### config.mk
export PLATFORM = sky130hd
export DESIGN_NAME = cmgr_top
export DESIGN_NICKNAME = d
export VERILOG_FILES = /design/src/rtl/cmgr_pkg.sv /design/src/rtl/cmgr_top.sv /design/src/rtl/cmgr_couple.sv /design/src/rtl/cmgr_regfile.sv
export SDC_FILE = /design/constraint.sdc
export NUM_CORES = 1
export LEC_CHECK = 0
export BUFFER_PORTS_ARGS = -buffer_cell sky130_fd_sc_hd__buf_2
export CAP_MARGIN = 40
export CORE_ASPECT_RATIO = 1.5
export CORE_MARGIN = 3
export CORE_UTILIZATION = 50
export CTS_CLUSTER_SIZE = 25
export DETAILED_ROUTE_END_ITERATION = 8
export PLACE_DENSITY = 0.74
export SLEW_MARGIN = 20
export SYNTH_ARGS = -nofsm -noshare
export SYNTH_HDL_FRONTEND = slang
export SYNTH_SLANG_ARGS = --single-unit
export TNS_END_PERCENT = 100
### constraint.sdc
create_clock -name clk_i -period 2.6 [get_ports clk_i]
set_clock_uncertainty 0.1 [all_clocks]
set_input_delay 0.13 -clock clk_i [delete_from_list [all_inputs] [get_ports clk_i]]
set_output_delay 0.13 -clock clk_i [all_outputs]
set_load 0.005 [all_outputs]
### src/rtl/cmgr_pkg.sv
// Package of offsets, fields, reset values and masks for the codec mixing gain registers
package cmgr_pkg;

  // ************************************************************
  // Bus geometry
  // ************************************************************
  localparam int ADDR_W = 8;
  localparam int DATA_W = 32;
  localparam int NUM_REGS = 8;
  localparam int NUM_PAIRS = 4;
  localparam int GAIN_W = 5;

  // ************************************************************
  // Byte offsets
  // ************************************************************
  localparam logic [ADDR_W-1:0] OFS_CTRL = 8'h00;
  localparam logic [ADDR_W-1:0] OFS_DAC_GAIN = 8'h04;
  localparam logic [ADDR_W-1:0] OFS_LINE1_L = 8'h08;
  localparam logic [ADDR_W-1:0] OFS_LINE1_R = 8'h0C;
  localparam logic [ADDR_W-1:0] OFS_LINE2_L = 8'h10;
  localparam logic [ADDR_W-1:0] OFS_LINE2_R = 8'h14;
  localparam logic [ADDR_W-1:0] OFS_MIC_L = 8'h18;
  localparam logic [ADDR_W-1:0] OFS_MIC_R = 8'h1C;
  localparam logic [ADDR_W-1:0] OFS_STAT_A = 8'h20;
  localparam logic [ADDR_W-1:0] OFS_STAT_B = 8'h24;

  // ************************************************************
  // Field positions
  // ************************************************************
  localparam int DAC_CPL_LSB = 4;
  localparam int LINE_CPL_LSB = 6;
  localparam int MIC_SEL_BIT = 3;
  localparam int PWRDN_BIT = 1;
  localparam int SLEEP_BIT = 0;
  localparam int DAC_R_LSB = 4;
  localparam int DAC_L_LSB = 0;

  // Coupling codes; 10 and 11 both select the left value
  localparam logic [1:0] CPL_INDEP = 2'h0;
  localparam logic [1:0] CPL_RIGHT = 2'h1;

  // ************************************************************
  // Reset values and writable masks
  // ************************************************************
  localparam logic [7:0] RST_CTRL = 8'h00;
  localparam logic [7:0] RST_DAC = 8'h00;
  localparam logic [7:0] RST_GAIN5 = 8'h04;
  localparam logic [7:0] MASK_CTRL = 8'h3B;
  localparam logic [7:0] MASK_DAC = 8'hFF;
  localparam logic [7:0] MASK_CPL_GAIN = 8'hDF;
  localparam logic [7:0] MASK_GAIN = 8'h1F;
  localparam logic [NUM_REGS-1:0][7:0] REG_RST = {RST_GAIN5, RST_GAIN5, RST_GAIN5, RST_GAIN5,
    RST_GAIN5, RST_GAIN5, RST_DAC, RST_CTRL};
  localparam logic [NUM_REGS-1:0][7:0] REG_MASK = {MASK_GAIN, MASK_CPL_GAIN, MASK_GAIN,
    MASK_CPL_GAIN, MASK_GAIN, MASK_CPL_GAIN, MASK_DAC, MASK_CTRL};

  // ************************************************************
  // Bus responses
  // ************************************************************
  localparam logic [1:0] RESP_OKAY = 2'h0;
  localparam logic [1:0] RESP_SLVERR = 2'h2;

endpackage : cmgr_pkg

### src/rtl/cmgr_top.sv
// AXI4-Lite register bank that drives the codec analog mixer gains and power modes
//
// Added by the designer: the address map and the AXI4-Lite register port.
`timescale 1ns/1ps
// Behaviour
// - DAC coupling bits 5:4 pick shared gain
// - Mic preamp bit 3: 0 20 dB, 1 0 dB
// - Power-down bit set powers whole codec down
// - Sleep bit 0 set enters sleep mode unless power-down bit 1 is set
// - DAC gain: right 7:4, left 3:0, RW
// - Line 1 coupling bits 7:6 pick shared gain
// - Line 1 gains in bits 4:0, two registers
// - Line 2 coupling bits 7:6 pick shared gain
// - Line 2 gains in bits 4:0, two registers
module cmgr_top (
  input wire logic clk_i,
  input wire logic reset_n_i,
  input wire logic s_axi_awvalid_i,
  output logic s_axi_awready_o,
  input wire logic [cmgr_pkg::ADDR_W-1:0] s_axi_awaddr_i,
  input wire logic s_axi_wvalid_i,
  output logic s_axi_wready_o,
  input wire logic [cmgr_pkg::DATA_W-1:0] s_axi_wdata_i,
  input wire logic [3:0] s_axi_wstrb_i,
  output logic s_axi_bvalid_o,
  input wire logic s_axi_bready_i,
  output logic [1:0] s_axi_bresp_o,
  input wire logic s_axi_arvalid_i,
  output logic s_axi_arready_o,
  input wire logic [cmgr_pkg::ADDR_W-1:0] s_axi_araddr_i,
  output logic s_axi_rvalid_o,
  input wire logic s_axi_rready_i,
  output logic [cmgr_pkg::DATA_W-1:0] s_axi_rdata_o,
  output logic [1:0] s_axi_rresp_o,
  output logic [3:0] dac_mix_left_gain_o,
  output logic [3:0] dac_mix_right_gain_o,
  output logic [4:0] line1_left_gain_o,
  output logic [4:0] line1_right_gain_o,
  output logic [4:0] line2_left_gain_o,
  output logic [4:0] line2_right_gain_o,
  output logic [4:0] mic_mix_left_gain_o,
  output logic [4:0] mic_mix_right_gain_o,
  output logic mic_preamp_gain_sel_o,
  output logic full_powerdown_o,
  output logic sleep_ctrl_o,
  output logic mixer_active_o
);
  import cmgr_pkg::*;

  // ************************************************************
  // State
  // ************************************************************
  typedef struct packed {
    logic aw_got;
    logic [ADDR_W-1:0] aw_addr;
    logic w_got;
    logic [7:0] w_data;
    logic w_strb0;
    logic bvalid;
    logic [1:0] bresp;
    logic rvalid;
    logic [DATA_W-1:0] rdata;
    logic [1:0] rresp;
    logic [NUM_PAIRS-1:0][GAIN_W-1:0] eff_l;
    logic [NUM_PAIRS-1:0][GAIN_W-1:0] eff_r;
    logic mic_sel;
    logic pwrdn;
    logic sleep;
    logic active;
    logic seen;
  } cmgr_state_t;

  cmgr_state_t st_reg;
  cmgr_state_t st_next;

  logic [NUM_REGS-1:0][7:0] bank;
  logic aw_hs;
  logic w_hs;
  logic ar_hs;
  logic do_write;
  logic wr_in_bank;
  logic wr_is_stat;
  logic reg_we;
  logic [32:0] rd_word;
  logic [NUM_PAIRS-1:0][1:0] cpl;
  logic [NUM_PAIRS-1:0][GAIN_W-1:0] raw_l;
  logic [NUM_PAIRS-1:0][GAIN_W-1:0] raw_r;
  logic [NUM_PAIRS-1:0][GAIN_W-1:0] res_l;
  logic [NUM_PAIRS-1:0][GAIN_W-1:0] res_r;

  // ************************************************************
  // Register storage
  // ************************************************************
  cmgr_regfile u_regfile (
    .clk_i(clk_i),
    .reset_n_i(reset_n_i),
    .we_i(reg_we),
    .widx_i(st_reg.aw_addr[4:2]),
    .wdata_i(st_reg.w_data),
    .bank_o(bank)
  );

  // ************************************************************
  // Coupling per stereo pair
  // ************************************************************
  // Pair 0 is the DAC mix, pairs 1..3 are line 1, line 2 and mic
  for (genvar k = 0; k < NUM_PAIRS; k++)
  begin : g_pair
    if (k == 0)
    begin : g_dac
      assign cpl[k] = bank[0][DAC_CPL_LSB+:2];
      assign raw_l[k] = {1'b0, bank[1][DAC_L_LSB+:4]};
      assign raw_r[k] = {1'b0, bank[1][DAC_R_LSB+:4]};
    end
    else
    begin : g_five
      assign cpl[k] = bank[2*k][LINE_CPL_LSB+:2];
      assign raw_l[k] = bank[2*k][GAIN_W-1:0];
      assign raw_r[k] = bank[2*k+1][GAIN_W-1:0];
    end
    cmgr_couple #(
      .W(GAIN_W)
    ) u_couple (
      .couple_i(cpl[k]),
      .left_i(raw_l[k]),
      .right_i(raw_r[k]),
      .left_o(res_l[k]),
      .right_o(res_r[k])
    );
  end

  // ************************************************************
  // Bus handshakes
  // ************************************************************
  // Address and data are caught separately, so either may come first
  assign s_axi_awready_o = !st_reg.aw_got && !st_reg.bvalid;
  assign s_axi_wready_o = !st_reg.w_got && !st_reg.bvalid;
  assign s_axi_arready_o = !st_reg.rvalid;
  assign aw_hs = s_axi_awvalid_i && s_axi_awready_o;
  assign w_hs = s_axi_wvalid_i && s_axi_wready_o;
  assign ar_hs = s_axi_arvalid_i && s_axi_arready_o;
  assign do_write = st_reg.aw_got && st_reg.w_got && !st_reg.bvalid;

  // Write decode; registers are one byte, so only lane 0 stores
  assign wr_in_bank = (st_reg.aw_addr[ADDR_W-1:5] == '0);
  assign wr_is_stat = (st_reg.aw_addr[ADDR_W-1:2] == OFS_STAT_A[ADDR_W-1:2])
    || (st_reg.aw_addr[ADDR_W-1:2] == OFS_STAT_B[ADDR_W-1:2]);
  assign reg_we = do_write && wr_in_bank && st_reg.w_strb0;

  // Read decode; low address bits are ignored for word alignment
  always_comb
  begin
    rd_word = {1'b0, 32'h0000_0000};
    if (s_axi_araddr_i[ADDR_W-1:5] == '0)
    begin
      rd_word = {1'b1, 24'h00_0000, bank[s_axi_araddr_i[4:2]]};
    end
    else if (s_axi_araddr_i[ADDR_W-1:2] == OFS_STAT_A[ADDR_W-1:2])
    begin
      rd_word = {1'b1, 14'h0000, st_reg.eff_r[1], st_reg.eff_l[1],
        st_reg.eff_r[0][3:0], st_reg.eff_l[0][3:0]};
    end
    else if (s_axi_araddr_i[ADDR_W-1:2] == OFS_STAT_B[ADDR_W-1:2])
    begin
      rd_word = {1'b1, 12'h000, st_reg.eff_r[3], st_reg.eff_l[3],
        st_reg.eff_r[2], st_reg.eff_l[2]};
    end
  end

  // ************************************************************
  // Next state
  // ************************************************************
  always_comb
  begin
    st_next = st_reg;
    st_next.seen = 1'b1;
    // Write address and data capture
    if (aw_hs)
    begin
      st_next.aw_got = 1'b1;
      st_next.aw_addr = s_axi_awaddr_i;
    end
    if (w_hs)
    begin
      st_next.w_got = 1'b1;
      st_next.w_data = s_axi_wdata_i[7:0];
      st_next.w_strb0 = s_axi_wstrb_i[0];
    end
    // Response after both halves are in; status words ignore writes
    if (do_write)
    begin
      st_next.aw_got = 1'b0;
      st_next.w_got = 1'b0;
      st_next.bvalid = 1'b1;
      st_next.bresp = (wr_in_bank || wr_is_stat) ? RESP_OKAY : RESP_SLVERR;
    end
    else if (st_reg.bvalid && s_axi_bready_i)
    begin
      st_next.bvalid = 1'b0;
    end
    // Read data are latched at the handshake and held until taken
    if (ar_hs)
    begin
      st_next.rvalid = 1'b1;
      st_next.rdata = rd_word[31:0];
      st_next.rresp = rd_word[32] ? RESP_OKAY : RESP_SLVERR;
    end
    else if (st_reg.rvalid && s_axi_rready_i)
    begin
      st_next.rvalid = 1'b0;
    end
    // Mixer controls follow the registers one cycle later
    st_next.eff_l = res_l;
    st_next.eff_r = res_r;
    st_next.mic_sel = bank[0][MIC_SEL_BIT];
    st_next.pwrdn = bank[0][PWRDN_BIT];
    // Complete power-down outranks sleep
    st_next.sleep = bank[0][SLEEP_BIT] && !bank[0][PWRDN_BIT];
    st_next.active = !bank[0][SLEEP_BIT] && !bank[0][PWRDN_BIT];
  end

  // State register; mixer outputs reset to the register reset image
  always_ff @(posedge clk_i or negedge reset_n_i)
  begin
    if (!reset_n_i)
    begin
      st_reg <= '0;
      st_reg.eff_l <= {RST_GAIN5[4:0], RST_GAIN5[4:0], RST_GAIN5[4:0], 5'h00};
      st_reg.eff_r <= {RST_GAIN5[4:0], RST_GAIN5[4:0], RST_GAIN5[4:0], 5'h00};
      st_reg.active <= 1'b1;
    end
    else
    begin
      st_reg <= st_next;
    end
  end

  // ************************************************************
  // Outputs
  // ************************************************************
  assign s_axi_bvalid_o = st_reg.bvalid;
  assign s_axi_bresp_o = st_reg.bresp;
  assign s_axi_rvalid_o = st_reg.rvalid;
  assign s_axi_rdata_o = st_reg.rdata;
  assign s_axi_rresp_o = st_reg.rresp;
  assign dac_mix_left_gain_o = st_reg.eff_l[0][3:0];
  assign dac_mix_right_gain_o = st_reg.eff_r[0][3:0];
  assign line1_left_gain_o = st_reg.eff_l[1];
  assign line1_right_gain_o = st_reg.eff_r[1];
  assign line2_left_gain_o = st_reg.eff_l[2];
  assign line2_right_gain_o = st_reg.eff_r[2];
  assign mic_mix_left_gain_o = st_reg.eff_l[3];
  assign mic_mix_right_gain_o = st_reg.eff_r[3];
  assign mic_preamp_gain_sel_o = st_reg.mic_sel;
  assign full_powerdown_o = st_reg.pwrdn;
  assign sleep_ctrl_o = st_reg.sleep;
  assign mixer_active_o = st_reg.active;
endmodule : cmgr_top

### src/rtl/cmgr_couple.sv
// Left/right gain coupling resolver for one stereo pair
`timescale 1ns/1ps
module cmgr_couple #(
  parameter int W = 5
) (
  input wire logic [1:0] couple_i,
  input wire logic [W-1:0] left_i,
  input wire logic [W-1:0] right_i,
  output logic [W-1:0] left_o,
  output logic [W-1:0] right_o
);
  import cmgr_pkg::*;

  // ************************************************************
  // Gain selection
  // ************************************************************
  // Only 00 keeps the channels apart; any code with the high bit set follows left
  always_comb
  begin
    left_o = left_i;
    right_o = right_i;
    if (couple_i == CPL_RIGHT)
    begin
      left_o = right_i;
    end
    else if (couple_i != CPL_INDEP)
    begin
      right_o = left_i;
    end
  end

endmodule : cmgr_couple

### src/rtl/cmgr_regfile.sv
// Eight-byte storage for the mixing gain and mode registers
`timescale 1ns/1ps
module cmgr_regfile (
  input wire logic clk_i,
  input wire logic reset_n_i,
  input wire logic we_i,
  input wire logic [2:0] widx_i,
  input wire logic [7:0] wdata_i,
  output logic [cmgr_pkg::NUM_REGS-1:0][7:0] bank_o
);
  import cmgr_pkg::*;

  typedef struct packed {
    logic [NUM_REGS-1:0][7:0] bank;
  } cmgr_rf_state_t;

  cmgr_rf_state_t st_reg;
  cmgr_rf_state_t st_next;

  // ************************************************************
  // Write path
  // ************************************************************
  // Reserved bits are masked on write so they always read back as zero
  always_comb
  begin
    st_next = st_reg;
    if (we_i)
    begin
      st_next.bank[widx_i] = wdata_i & REG_MASK[widx_i];
    end
  end

  // Storage with per-register reset values
  always_ff @(posedge clk_i or negedge reset_n_i)
  begin
    if (!reset_n_i)
    begin
      st_reg <= cmgr_rf_state_t'(REG_RST);
    end
    else
    begin
      st_reg <= st_next;
    end
  end

  assign bank_o = st_reg.bank;

endmodule : cmgr_regfile

==> out/results.txt <==
Launch instance of the worst register-to-register path: s_axi_bvalid_o. Summed over all layers, the global routing overflow is 0. Fill cells in the final layout number 1050. 0 antenna diodes ended up in the layout.

For this design the static power due to leakage is 0.00397 uW. The worst register-to-register path has a setup slack of 0.35 ns. Measured against its own limit, the worst slew margin works out to 57.4%. Global routing used 21.9% of the available tracks. The minimum clock period after layout was 2.25 ns; the met1 routing resource usage after global routing was 26.8%. The violation count after the first detailed-routing iteration is 197.

The tools report the number of global-route vias before repair as 4501. For the number of sinks on the clock net, the log shows 147. The worst hold path belongs to the class input pin to flop.

The post-synthesis average cell area is 13.8 sq um. The tools report the final estimated routing congestion in global placement as 0.806. The total area inside the core boundary comes to 13600 sq um.

By area, the combinational part of the netlist is dominated by multiplexers. The run gives 0 as the count of pins over their slew limit. The most common flop cell mapped by yosys is sky130_fd_sc_hd__dfrtp_1. In the layout the commonest cells are 134 x sky130_fd_sc_hd__dfrtp_1, 95 x sky130_fd_sc_hd__buf_2, 81 x sky130_fd_sc_hd__mux2_2, 21 x sky130_fd_sc_hd__mux2_4, 21 x sky130_fd_sc_hd__dlygate4sd3_1. For the worst setup path, the data required time is 2.79 ns.

Summing every instance area after synthesis gives 7030 sq um. Measured in cells, the most critical reg-to-reg path has a length of 3. In the synthesized netlist the async set-or-reset flop fraction comes to 100%.

Along the worst hold path, the cell count comes to 4. The post-place instance area was 7170 sq um. Data arrives at the worst endpoint at 2.45 ns. The detail-routed via count per cell was 5.64. The post-synthesis xor/xnor area fraction came out at 0%.

The run gives 0 as the post-CTS setup-driven buffer insertion count. The average routed wire per standard cell came out at 21.1 um. Total number of vias: 4192. The run finished with clean final reports. Of all nets on the critical path, the largest fanout is 8. Setup violations remaining at the end of the flow were counted as 0. The category of the worst setup path launch point was a flop. For this run, the detailed router's first-pass iteration total came to 4. The layout overhead on the synthesized area was 13.8%; the post-detailed-route DRC marker count was 0. For this design the ratio of total power to cell area is 1040 nW/um^2. The path with the worst hold slack has its endpoint at s_axi_rresp_o[1]. Of the post-synthesis cell area, the part taken by muxes is 26.0%. For the flip-flop and latch area, the log shows 3690 sq um. Entering global routing, the biggest net connects 61 pins. The number of antenna violations at the first check in global routing is 0. Buffers inserted to repair hold after CTS numbered 21. The sequential area share after synthesis is 52.6%, and the instance count of the mapped netlist is 508. The run gives 0 as the number of maximum-capacitance constraint violations.

The total power consumption of the routed design is 8290 uW, and the share of the synthesized area in compound gates (AO/OA/AOI/OAI) is 3.08%. The tools report the sum of negative setup slack as 0 ns. STA classifies the critical path endpoint as a flop.

The source of the worst hold timing path was s_axi_araddr_i[7]. The fraction of layout instances using a drive strength above 1 is 46.5%, and the die outline area is 15500 sq um. The run gives 4.84% as the met3 capacity usage during global routing. The most critical setup path has its startpoint at s_axi_bvalid_o. The cell area after layout came out at 8000 sq um. The clock passes through at most 2 buffers.

The leading cell type in the layout, fill and taps excluded was sky130_fd_sc_hd__dfrtp_1. Setup repair after global routing left no endpoint under its margin. The die is 103 um wide.

The highest clock frequency the design can meet is 0.444 GHz, and the count of state elements after synthesis is 147. The first global-routing pass estimated 25.1 mm of wire. The depth of the CTS H-tree is 4, and the clock-pin transition on the worst setup and hold timing paths is 0.06 ns. In the final design database the tool counted 629 nets. VDD sags by at most 0.000612 V. The endpoint identified for the worst register-to-register timing path is u_regfile.bank_o[57]. The die is 151 um tall. After clock tree synthesis, the repair step resized 0 gates. The I/O pin count came out at 142.

The number of endpoints with negative hold slack in the final report was 0; the number of core rows was 52. TritonCTS built the clock tree. The initial standard-cell utilization of the core was 51.7%; the global routing usage on met2 was 36.3%. The count of buffers added on input and output ports is 96. The tools report the wire length reported by the detailed router as 15.7 mm.

At the later pin of the worst-skew pair, clock insertion delay measures 0.42 ns. For the area taken by multi-input logic gates, the log shows 2700 sq um. The adder and majority cell fraction of the synthesized area is 0.356%. Number of distinct library cells after synthesis: 41. The sum of net half-perimeters after detailed placement is 11.0 mm.

At the pin with the least slew margin, the transition time is 0.638 ns. Counting the buffers created by CTS gives 17. The classification of the worst setup path is flop to flop.

The number of nets still failing antenna checks after routing is 0, and the number of enable-type register cells in the synthesized netlist is 0. The simple-gate share of the synthesized area came out at 8.24%. CTS placed an instance of sky130_fd_sc_hd__clkbuf_16 at the clock tree root.

In the finished design, the share of the clock period the worst path needs comes to 86.7%. The number of warning messages in the yosys log was 0. The register with the most flip-flops in the layout has 64 of them. After global routing, the most crowded layer is met2.
## cell usage after synthesis (8+ instances only)
cell                          n  area, sq um
sky130_fd_sc_hd__nand2_1     19         71.3
sky130_fd_sc_hd__mux2_4      21          315
sky130_fd_sc_hd__nor2_1       8         30.0
sky130_fd_sc_hd__mux4_2      16          360
sky130_fd_sc_hd__mux2i_1     18          180
sky130_fd_sc_hd__dfstp_2     13          342
sky130_fd_sc_hd__o2111ai_1    8         70.1
sky130_fd_sc_hd__and2_1      10         62.6
sky130_fd_sc_hd__buf_2        8         40.0
sky130_fd_sc_hd__mux2_2      81          912
sky130_fd_sc_hd__clkbuf_1    14         52.6
sky130_fd_sc_hd__nand4bb_1    8         90.1
sky130_fd_sc_hd__dfrtp_1    134         3350
sky130_fd_sc_hd__buf_4       75          563
sky130_fd_sc_hd__nand4b_1     8         70.1
## per-stage QoR
stage / setup slack (ns) / hold slack, ns / std cells / utilization (%)
finish: 0.347 / 0.0136 / 743 / 58.8
global route: 0.265 / 0.0278 / 743 / 58.8
CTS: 0.355 / 0.00276 / 742 / 58.7
detailed placement: 0.372 / 0.0462 / 689 / 52.8
global placement: 0.452 / 0.0368 / 689 / 52.8
floorplan: 0.639 / -0.266 / 521 / -
## logic make-up (layout without fill, tap and decap cells)
| kind of cell | after synthesis | after routing |
|---|---|---|
| mux | 141 | 141 |
| buf+inv | 103 | 163 |
| compound gates | 32 | 32 |
| flops | 147 | 147 |
| fa+ha+maj | 2 | 2 |
| simple gates | 82 | 82 |
| other cells | 1 | 14 |
## layout make-up
type                    count  area share (%)
clock buffers              21            5.63
multi-input cells         271            33.7
flip-flops and latches    147            46.2
repair buffers            126            9.76
well taps                 162            2.53
clock inverters            11            1.91
inverters                   5           0.235
## critical path, cell delays in order, from the launching register on
cell                       delay [ns]
sky130_fd_sc_hd__dfrtp_1         0.43
sky130_fd_sc_hd__nand3b_1        0.40
sky130_fd_sc_hd__or4_1           0.83
sky130_fd_sc_hd__mux2_4          0.37
## power breakdown
part           internal [uW]  switching (uW)  total (uW)
clock                   1540             942        2480
combinational           1150             871        2020
sequential              3030             758        3790
total                   5720            2570        8290
## layer usage
metal	vias up	wire length, um
met2	162	8060
met1	2140	6000
li1	1856	-
met3	34	939
met4	0	660
met5	-	0
## how the worst max path moves through the flow
stage,to
global placement,u_regfile.bank_o[59]
detailed placement,u_regfile.bank_o[57]
floorplan,u_regfile.bank_o[56]
finish,u_regfile.bank_o[57]
global route,u_regfile.bank_o[59]
CTS,u_regfile.bank_o[57]
Power figures use the tool's default switching activity.
